===== src/logic/catc_defines.svh =====
/*
 * Offsets, field positions, reset values and timing counts of the
 * command/address termination control block.
 * Assumes inclusion by bare name from the package and the design.
 */
`ifndef CATC_DEFINES_SVH
`define CATC_DEFINES_SVH

// ****************************************************************
// Register byte offsets
// ****************************************************************
`define CATC_OFS_CONFIG 12'h000
`define CATC_OFS_OVERRIDE 12'h004
`define CATC_OFS_CALIB 12'h008
`define CATC_OFS_STATUS 12'h00C

// ****************************************************************
// Field positions
// ****************************************************************
`define CATC_CFG_CODE_LSB 4
`define CATC_CFG_CODE_MSB 6
`define CATC_OVR_CK_BIT 3
`define CATC_OVR_CS_BIT 4
`define CATC_OVR_CMD_BIT 5
`define CATC_CAL_PU_BIT 0
`define CATC_CAL_START_BIT 1

// ****************************************************************
// Reset values and codes
// ****************************************************************
`define CATC_CODE_RST 3'h0
`define CATC_CODE_MAX 3'h6
`define CATC_CODE_80 3'h3
`define CATC_OVR_RST 3'h0

// ****************************************************************
// Timing
// ****************************************************************
`define CATC_TZQCAL_NS 1000
`define CATC_CLK_NS 25

`endif


===== src/logic/catc_pkg.sv =====
/*
 * Types of the command/address termination control block.
 * Assumes catc_defines.svh is on the include path.
 */
`default_nettype none
`include "catc_defines.svh"

package catc_pkg;

    // APB request from the bus
    typedef struct packed {
        logic psel;
        logic penable;
        logic pwrite;
        logic [11:0] paddr;
        logic [31:0] pwdata;
    } catc_apb_req_t;

    // APB answer to the bus
    typedef struct packed {
        logic pready;
        logic pslverr;
        logic [31:0] prdata;
    } catc_apb_rsp_t;

    // Per-signal termination enables
    typedef struct packed {
        logic clk_pair;
        logic chip_sel;
        logic [5:0] cmd_lines;
    } catc_term_t;

    typedef enum logic {CATC_CAL_IDLE, CATC_CAL_BUSY} catc_cal_state_t;

endpackage

`default_nettype wire

===== src/logic/catc_ca_term_ctrl.sv =====
/*
 * Command/address bus termination control: mode fields reached over APB,
 * strap sampling, per-signal enables, calibration tracking.
 * Assumes an APB master on sys_clk and a strap pin that is static.
 */
// The address map and the APB register port were chosen for this implementation.
// Function
// - Three-bit code 1..6 selects 240,120,80,60,48,40 ohm termination.
// - After reset the code is zero, so termination stays off.
// - Enabled termination covers clock pair, chip select, six CA lines.
// - Power-down and self-refresh leave termination untouched.
// - Strap low: command lines never terminated, whatever the code.
// - Strap high with code 1..6: terminate with the coded value; here OVERRIDE bit 5 set leaves the command lines off.
// - Sampled strap is not re-sampled on power-down entry.
// - Code may change after calibration; device accepts it at once.
`timescale 1ns/100ps
`default_nettype none
`include "catc_defines.svh"

module catc_ca_term_ctrl
    import catc_pkg::*;
#(
    parameter int TZQCAL_NS = `CATC_TZQCAL_NS
) (
    // Clock and reset
    input wire logic sys_clk,
    input wire logic rstn,
    // APB slave
    input wire catc_apb_req_t apb_req,
    output catc_apb_rsp_t apb_rsp,
    // Pins and power state
    input wire logic ca_termination_strap,
    input wire logic power_down,
    // Termination drive
    output catc_term_t term_en,
    output logic [2:0] term_code,
    output logic calib_busy
);

    localparam int CAL_CYC_I = TZQCAL_NS / `CATC_CLK_NS;
    localparam int CAL_CYC = (CAL_CYC_I < 1) ? 1 : CAL_CYC_I;
    localparam logic [15:0] CAL_CYC_W = CAL_CYC[15:0];

    // Refuse a calibration time that the 16-bit counter cannot hold
    if (CAL_CYC > 65535) begin
        $error("catc: calibration time too long for counter");
    end

    // ****************************************************************
    // Strap synchroniser and one-shot capture
    // ****************************************************************
    logic strap_s1_q, strap_s2_q, strap_q, strap_d;
    logic [1:0] strap_cnt_q, strap_cnt_d;

    always_comb begin
        strap_d = strap_q;
        strap_cnt_d = strap_cnt_q;
        // Let the synchroniser fill before the single capture
        if (strap_cnt_q != 2'h3) begin
            strap_cnt_d = strap_cnt_q + 2'h1;
        end
        // Captured once after reset; power-down never re-samples
        if (strap_cnt_q == 2'h2) begin
            strap_d = strap_s2_q;
        end
    end

    always_ff @(posedge sys_clk or negedge rstn) begin
        if (!rstn) begin
            strap_s1_q <= 1'b0;
            strap_s2_q <= 1'b0;
            strap_q <= 1'b0;
            strap_cnt_q <= 2'h0;
        end else begin
            strap_s1_q <= ca_termination_strap;
            strap_s2_q <= strap_s1_q;
            strap_q <= strap_d;
            strap_cnt_q <= strap_cnt_d;
        end
    end

    // ****************************************************************
    // Registers and APB slave
    // ****************************************************************
    logic [2:0] code_q, code_d;
    logic [2:0] ovr_q, ovr_d;
    logic pu_high_q, pu_high_d;
    logic recal_q, recal_d;
    catc_cal_state_t cal_q, cal_d;
    logic [15:0] cal_cnt_q, cal_cnt_d;
    logic [31:0] rdata_q, rdata_d;
    logic err_q, err_d;
    logic wr, rd, acc, ack_q, mapped;
    logic code_valid, forbidden_setting;

    // Writes land at the ready edge; reads are captured one edge before
    assign acc = apb_req.psel && apb_req.penable;
    assign wr = acc && apb_req.pwrite && ack_q;
    assign rd = acc && !apb_req.pwrite && !ack_q;
    assign mapped = apb_req.paddr == `CATC_OFS_CONFIG ||
        apb_req.paddr == `CATC_OFS_OVERRIDE ||
        apb_req.paddr == `CATC_OFS_CALIB ||
        apb_req.paddr == `CATC_OFS_STATUS;

    always_comb begin
        code_d = code_q;
        ovr_d = ovr_q;
        pu_high_d = pu_high_q;
        recal_d = recal_q;
        cal_d = cal_q;
        cal_cnt_d = cal_cnt_q;
        rdata_d = rdata_q;
        err_d = acc && !ack_q && !mapped;
        case (cal_q)
            CATC_CAL_IDLE: begin
                cal_cnt_d = 16'h0000;
            end
            CATC_CAL_BUSY: begin
                if (cal_cnt_q == CAL_CYC_W - 16'h0001) begin
                    cal_d = CATC_CAL_IDLE;
                    recal_d = 1'b0;
                end else begin
                    cal_cnt_d = cal_cnt_q + 16'h0001;
                end
            end
            default: begin
                cal_d = CATC_CAL_IDLE;
            end
        endcase
        if (wr) begin
            case (apb_req.paddr)
                `CATC_OFS_CONFIG: begin
                    // Takes effect with no calibration needed
                    code_d = apb_req.pwdata[`CATC_CFG_CODE_MSB:
                        `CATC_CFG_CODE_LSB];
                end
                `CATC_OFS_OVERRIDE: begin
                    ovr_d = apb_req.pwdata[`CATC_OVR_CMD_BIT:
                        `CATC_OVR_CK_BIT];
                end
                `CATC_OFS_CALIB: begin
                    if (apb_req.pwdata[`CATC_CAL_PU_BIT] != pu_high_q) begin
                        recal_d = 1'b1;
                    end
                    pu_high_d = apb_req.pwdata[`CATC_CAL_PU_BIT];
                    // A start during a running calibration is ignored
                    if (apb_req.pwdata[`CATC_CAL_START_BIT] &&
                        cal_q == CATC_CAL_IDLE) begin
                        cal_d = CATC_CAL_BUSY;
                    end
                end
                `CATC_OFS_STATUS: begin
                end
                default: begin
                end
            endcase
        end
        if (rd) begin
            rdata_d = 32'h0000_0000;
            case (apb_req.paddr)
                `CATC_OFS_CONFIG: begin
                    rdata_d[`CATC_CFG_CODE_MSB:`CATC_CFG_CODE_LSB] = code_q;
                end
                `CATC_OFS_OVERRIDE: begin
                    rdata_d[`CATC_OVR_CMD_BIT:`CATC_OVR_CK_BIT] = ovr_q;
                end
                `CATC_OFS_CALIB: begin
                    rdata_d[`CATC_CAL_PU_BIT] = pu_high_q;
                end
                `CATC_OFS_STATUS: begin
                    rdata_d[0] = strap_q;
                    rdata_d[1] = cal_q == CATC_CAL_BUSY;
                    rdata_d[2] = recal_q;
                    rdata_d[3] = |term_en;
                    rdata_d[4] = forbidden_setting;
                end
                default: begin
                end
            endcase
        end
    end

    always_ff @(posedge sys_clk or negedge rstn) begin
        if (!rstn) begin
            code_q <= `CATC_CODE_RST;
            ovr_q <= `CATC_OVR_RST;
            pu_high_q <= 1'b0;
            recal_q <= 1'b0;
            cal_q <= CATC_CAL_IDLE;
            cal_cnt_q <= 16'h0000;
            rdata_q <= 32'h0000_0000;
            err_q <= 1'b0;
        end else begin
            code_q <= code_d;
            ovr_q <= ovr_d;
            pu_high_q <= pu_high_d;
            recal_q <= recal_d;
            cal_q <= cal_d;
            cal_cnt_q <= cal_cnt_d;
            rdata_q <= rdata_d;
            err_q <= err_d;
        end
    end

    // Answer one cycle into the access phase
    always_ff @(posedge sys_clk or negedge rstn) begin
        if (!rstn) begin
            ack_q <= 1'b0;
        end else begin
            ack_q <= acc && !ack_q;
        end
    end

    // Ready stands one cycle; the error is decoded at the first access edge
    assign apb_rsp.pready = ack_q;
    assign apb_rsp.pslverr = ack_q && err_q;
    assign apb_rsp.prdata = rdata_q;

    // ****************************************************************
    // Termination decision
    // ****************************************************************
    assign code_valid = code_q != 3'h0 && code_q <= `CATC_CODE_MAX;
    assign forbidden_setting = pu_high_q && code_q > `CATC_CODE_80;

    // power_down is deliberately not a term: termination stays on
    catc_term_t term_d, term_q;
    always_comb begin
        term_d = '0;
        if (code_valid) begin
            if (strap_q) begin
                term_d.clk_pair = 1'b1;
                term_d.chip_sel = 1'b1;
                term_d.cmd_lines = ovr_q[2] ? 6'h00 : 6'h3F;
            end else begin
                term_d.clk_pair = ovr_q[0];
                term_d.chip_sel = ovr_q[1];
                term_d.cmd_lines = 6'h00;
            end
        end
    end

    always_ff @(posedge sys_clk or negedge rstn) begin
        if (!rstn) begin
            term_q <= '0;
        end else begin
            term_q <= term_d;
        end
    end

    assign term_en = term_q;
    assign term_code = code_q;
    assign calib_busy = cal_q == CATC_CAL_BUSY;

    logic unused_pd;
    assign unused_pd = power_down;

endmodule

`default_nettype wire


===== config.mk =====
export PLATFORM = sky130hd
export DESIGN_NAME = catc_ca_term_ctrl
export DESIGN_NICKNAME = d
export VERILOG_FILES = /design/src/logic/catc_pkg.sv /design/src/logic/catc_ca_term_ctrl.sv
export VERILOG_INCLUDE_DIRS = /design/src /design/src/logic
export SDC_FILE = /design/constraint.sdc
export NUM_CORES = 1
export LEC_CHECK = 0
export ABC_CLOCK_PERIOD_IN_PS = 1850
export BUFFER_PORTS_ARGS = -buffer_cell sky130_fd_sc_hd__buf_2
export CORE_MARGIN = 2
export CORE_UTILIZATION = 40
export DETAILED_ROUTE_END_ITERATION = 8
export PLACE_DENSITY_LB_ADDON = 0.12
export SYNTH_ARGS = -nofsm -noshare
export SYNTH_HDL_FRONTEND = slang
export SYNTH_SLANG_ARGS = --single-unit
export TNS_END_PERCENT = 5

===== constraint.sdc =====
create_clock -name sys_clk -period 1.85 [get_ports sys_clk]
set_input_delay 0 -clock sys_clk [delete_from_list [all_inputs] [get_ports sys_clk]]
set_output_delay 0 -clock sys_clk [all_outputs]
set_load 0.1 [all_outputs]

# Yosys cells after proc, flatten, opt, wreduce, memory -nomap -nowiden
# Cells that the tools add are included.
[op_classes]
bitwise_logic = 1
add_sub_neg = 2
shift = 0
mul = 0
reduce_logical = 23
div_mod_pow = 0
n_lt_le_gt_ge = 2
n_eq_ne = 8
n_mux = 21
[ops]
columns = ["cell", "n"]
rows = [
  ["16-bit case mux with 2 select lines", 1],
  ["12-bit by 4-bit equality test with 1-bit output, second input constant", 2],
  ["16-bit by 1-bit adder with 16-bit output, second input constant", 1],
  ["16-bit by 6-bit equality test with 1-bit output, second input constant", 1],
  ["16-bit two-way mux", 1],
  ["8-bit two-way mux", 2],
  ["12-bit by 3-bit equality test with 1-bit output, second input constant", 1],
  ["12-bit logical NOT", 1],
  ["1-bit logical AND", 11],
  ["1-bit two-way mux", 11],
  ["8-bit OR reduction", 1],
  ["6-bit two-way mux", 1],
  ["1-bit case mux with 2 select lines", 3],
  ["2-bit AND reduction", 3],
  ["2-bit != test, second input constant", 2],
  ["3-bit by 2-bit greater-than comparator with 1-bit output, second input constant", 1],
  ["3-bit less-or-equal comparator, second input constant", 1],
  ["1-bit logical NOT", 3],
  ["1-bit logical OR", 3],
  ["1-bit case mux with 3 select lines", 1],
  ["3-bit nonzero test", 1],
  ["2-bit by 1-bit adder with 2-bit output, second input constant", 1],
  ["2-bit equality test, second input constant", 1],
  ["2-bit two-way mux", 1],
  ["other kinds (2)", 2],
]
[word_totals]
n_memories = 0
inputBits = 51
ff_bits = 47
latchBits = 0
ram_bits = 0
rom_bits = 0

# Logic depth before layout (Yosys ltp)
[depth]
ltp_word = 6
mapped_depth = 5
depth_no_buf = 5

# Worst setup path before layout
# Ideal clock, no wire load.
[synth_path]
kind = "flip-flop to flip-flop"
from = "reg cal_q (netlist: calib_busy)"
to = "reg cal_cnt_q[0]"
arrival_time_ns = 1.622
period_less_slack_ns = 1.695
path_stages_with_launch = 5
setup_slack_ns = 0.155
setup_time_ns = 0.072
path_cell_list = "dfrtp_1 clkbuf_1 inv_1 buf_1 nor2_1"
[synth_between]
elab_chain_len = 2
[synth_lines]
columns = ["element", "line", "text"]
rows = [
  ["start, declared", "catc_ca_term_ctrl.sv:89", "catc_cal_state_t cal_q, cal_d;"],
  ["start signal, assigned", "catc_ca_term_ctrl.sv:198", "cal_q <= cal_d;"],
  ["1-bit inverter", "catc_ca_term_ctrl.sv:114", "case (cal_q)"],
  ["16-bit case mux with 2 select lines", "catc_ca_term_ctrl.sv:114", ""],
  ["end signal, assigned", "catc_ca_term_ctrl.sv:199", "cal_cnt_q <= cal_cnt_d;"],
  ["end, declared", "catc_ca_term_ctrl.sv:90", "logic [15:0] cal_cnt_q, cal_cnt_d;"],
]
# Parallel ways exist; a longest one is shown, timed or not.
# A chain may end at the register's enable or synchronous reset.

# Worst setup path after layout
[layout_path]
from = "reg cal_cnt_q[0]"
to = "reg cal_cnt_q[12]"
[layout_between]
elab_chain_len = 3
[layout_lines]
columns = ["element", "line", "text"]
rows = [
  ["16-bit by 1-bit adder with 16-bit output", "catc_ca_term_ctrl.sv:123", "cal_cnt_d = cal_cnt_q + 16'h0001;"],
  ["16-bit two-way mux", "catc_ca_term_ctrl.sv:119", "if (cal_cnt_q == CAL_CYC_W - 16'h0001) begin"],
  ["16-bit case mux with 2 select lines", "catc_ca_term_ctrl.sv:114", ""],
]
# Parallel ways exist; a longest one is shown, timed or not. The select of a mux whose other input is x is not followed.

==> flow_summary.ini <==
[hold_path]
hold_path_class = in -> reg

[timing]
post-route-period-util = 0.899
setup_viol = 0
setup_tns_ns = 0
fmax_mhz = 601
hold_viol = 0
slew_violations = 0
rsz0062_at_grt = false
fin_worst_skew_ns = 0.00784
period_needed_ns = 1.66

[clock_tree]
cts_tree = yes
htreeDepth = 2
clk_latency_ns = 0.29
clockRootBuffer = clkbuf_8
path_clk_slew_ns = 0.08
clock-sinks = 42
numCtsBuffers = 5
clk_path_buf_depth = 2

[global_routing]
grt_pass1_vias = 1563
use_met1 = 0.204
top_usage_layer = met2
grt_start_max_net_pins = 23
grt_overflow = 0
grtUsageTotal = 0.152
grt_pass1_wl_microns = 7330
gr-usage-met2 = 0.235
grt_util_met3 = 0.0360
antenna_found_initial = 0

[setup_path]
crit_type = reg -> reg
cp-start-kind = flip-flop
crit_chain = ha_1, nand3_1, buf_4, nor4_1, xnor2_1, nor2_1
critPathRequiredTime_ns = 2.02
cp_slowest_stage_delay_ns = 0.39
crit_fanout = 5
slowest_stage = dfrtp_1
cp_top_family = simple AND/OR/NAND/NOR gates
worstPathBufferInverterCount = 1
cp-end-kind = flip-flop
cp.arrival_ns = 1.83

[detailed_routing]
dr.pass1.iters = 4
post_drt_wl_per_cell_microns = 12.2
dr_total_vias = 1605
drt_iter0_markers = 109
drc_errors = 0
routed_wl_microns = 4180
postRouteAntennaNets = 0
viasPerCell = 4.69

[floorplanning]
die_w_microns = 78.0
start_util = 0.421
dieArea_sq_mm = 0.00608
core_area_sq_mm = 0.00520
die_h_microns = 78.0
fp-row-count = 26
ios = 97

[synth]
synth_largest_area_cell = dfrtp_1
synthCells = 217
yosys_register_bits = 42
synth.distinct_cells = 34
syn_area_sq_mm = 0.00219
yosysSeqAreaShare = 0.480
synth_area_leaders = dfrtp_1 (48%), buf_4 (11%), xnor2_1 (5.2%)
synth_top_area_frac = 0.480
syn_area_per_cell_sq_um = 10.1
yosysWarnings = 0

[power]
clkPwrFrac = 0.327
power.net_switching_uw = 594
p_per_area_mw_per_mm2 = 722
total_power_mw = 1.86
leakagePower_nw = 1.23
p_int_mw = 1.27
combPwrFrac = 0.176
switching_share = 0.318
sequentialPowerShare = 0.497
vdd_drop_max_uv = 345

[placed_design]
placed_cells_incl_taps = 322
place_congestion = 0.711
post-dp-hpwl_microns = 2940
portBuffers = 44

[cells_and_area]
fin_nets = 325
fin_cells = 342
seqCellArea_sq_mm = 0.00105
area_growth_pct = 17.9
drive_above_1_share = 0.254
n_antenna_cell = 0
nFillCells = 515
multiInputGateArea_sq_um = 955

[job]
drv_cap = 0

[outcome]
status = finished clean
==> cells in the mapped netlist <==
master	n
inv_1	5
and2_1	1
dfrtp_1	42
o2111ai_1	1
nand4b_1	2
or3_1	3
or4_4	1
nand2_1	21
nand4_1	6
clkbuf_1	4
conb_1	1
nor2_1	23
a21oi_1	3
o21ai_0	12
a32o_1	1
ha_1	3
nor3_1	6
mux2_2	7
nand4b_4	1
xnor2_1	13
or4_1	1
nor4_4	1
buf_4	31
buf_1	1
nand3_4	1
nand3_1	9
nor3b_1	1
buf_6	1
mux2_4	1
xor2_1	1
o31ai_1	1
mux2i_1	4
nor4_1	7
nand2b_1	1
==> cell usage in the layout (no fill, tap or decap), types with 6 or more instances in the layout <==
| cell | instances |
|---|---|
| nand4_1 | 6 |
| buf_2 | 44 |
| nor4_1 | 6 |
| dfrtp_1 | 42 |
| o21ai_0 | 12 |
| dlygate4sd3_1 | 11 |
| conb_1 | 25 |
| nor3_1 | 6 |
| nand2_1 | 21 |
| clkbuf_8 | 6 |
| xnor2_1 | 13 |
| nor2_1 | 23 |
| nand3_1 | 9 |
| mux2_2 | 7 |
==> registers in the layout, indices dropped and copies added (netlist names) <==
signal and count:
cal_cnt_q 16, calib_busy 1, term_code 3, strap_s1_q 1, ovr_q 3, ack_q 1, rdata_q 7, strap_s2_q 1
term_en 3, pu_high_q 1, strap_cnt_q 2, strap_q 1, err_q 1, recal_q 1
==> worst register-to-register path, delay by kind of cell, from the launching register on <==
kind	cells	cell delay [ns]
XOR/XNOR	1	0.16
adder cells (fa/ha/maj)	1	0.22
buffers and inverters	1	0.20
flip-flops	1	0.39
AND/OR/NAND/NOR	3	0.57
==> worst paths after layout <==
kind	cells after the start	end	from	slack (ns)
min in group asynchronous	2	cal_cnt_q[10]	rstn	0.20
worst max-delay path	6	cal_cnt_q[12]	cal_cnt_q[0]	0.19
max in group asynchronous	3	cal_cnt_q[7]	rstn	1.17
worst min-delay path	4	calib_busy	apb_req[43]	0.06
worst min register to register	0	strap_s2_q	strap_s1_q	0.35
worst max register to register	6	cal_cnt_q[12]	cal_cnt_q[0]	0.19
==> stage by stage <==
stage	setup slack, ns	cell area [sq um]	hold slack, ns	utilization
after floorplan	0.155	2280	-0.296	-
after global placement	0.0867	2370	-0.00160	0.455
after detailed placement	0.0905	2370	-0.00330	0.455
after CTS	0.140	2570	0.0591	0.494
after global routing	0.0102	2580	0.0754	0.496
final	0.186	2580	0.0625	0.496
==> power by group through the flow <==
stage / Clock, mW / Combinational, mW / Sequential, mW
4_1_cts: 0.630 / 0.329 / 0.927
3_3_place_gp: 0 / 0.310 / 0.945
5_1_grt: 0.668 / 0.343 / 0.928
3_5_place_dp: 0 / 0.311 / 0.945
2_1_floorplan: 0 / 0.299 / 0.945
6_report: 0.611 / 0.328 / 0.927
==> kinds of logic after synthesis <==
| family | Yosys count | synth area share |
|---|---|---|
| AND/OR/NAND/NOR | 85 | 0.210 |
| AO/OA/AOI/OAI | 18 | 0.0463 |
| adder cells (fa/ha/maj) | 3 | 0.0171 |
| XOR/XNOR | 14 | 0.0560 |
| buffers and inverters | 42 | 0.128 |
| flip-flops | 42 | 0.480 |
| multiplexers | 12 | 0.0611 |
| other | 1 | 0.00171 |
==> layer usage <==
metal,routed length (microns),vias up
met1,1940,742
met3,301,7
met4,78,0
li1,-,794
met5,0,-
met2,1860,62
==> area by class of cell <==
class | count | area share
clock buffer | 7 | 0.0334
clock inverter | 1 | 0.00194
inverter | 5 | 0.00726
multi-input combinational | 157 | 0.369
sequential | 42 | 0.407
tap | 70 | 0.0339
timing repair buffer | 60 | 0.147
==> what timing repair did <==
item / CTS / global route
endpoints found under the setup margin: 0 / 4
resized for setup: 0 / 1
hold endpoints to repair: 30 / 0
setup buffers: 0 / 1
hold buffers: 11 / 0
Power figures use the tool's default switching activity.
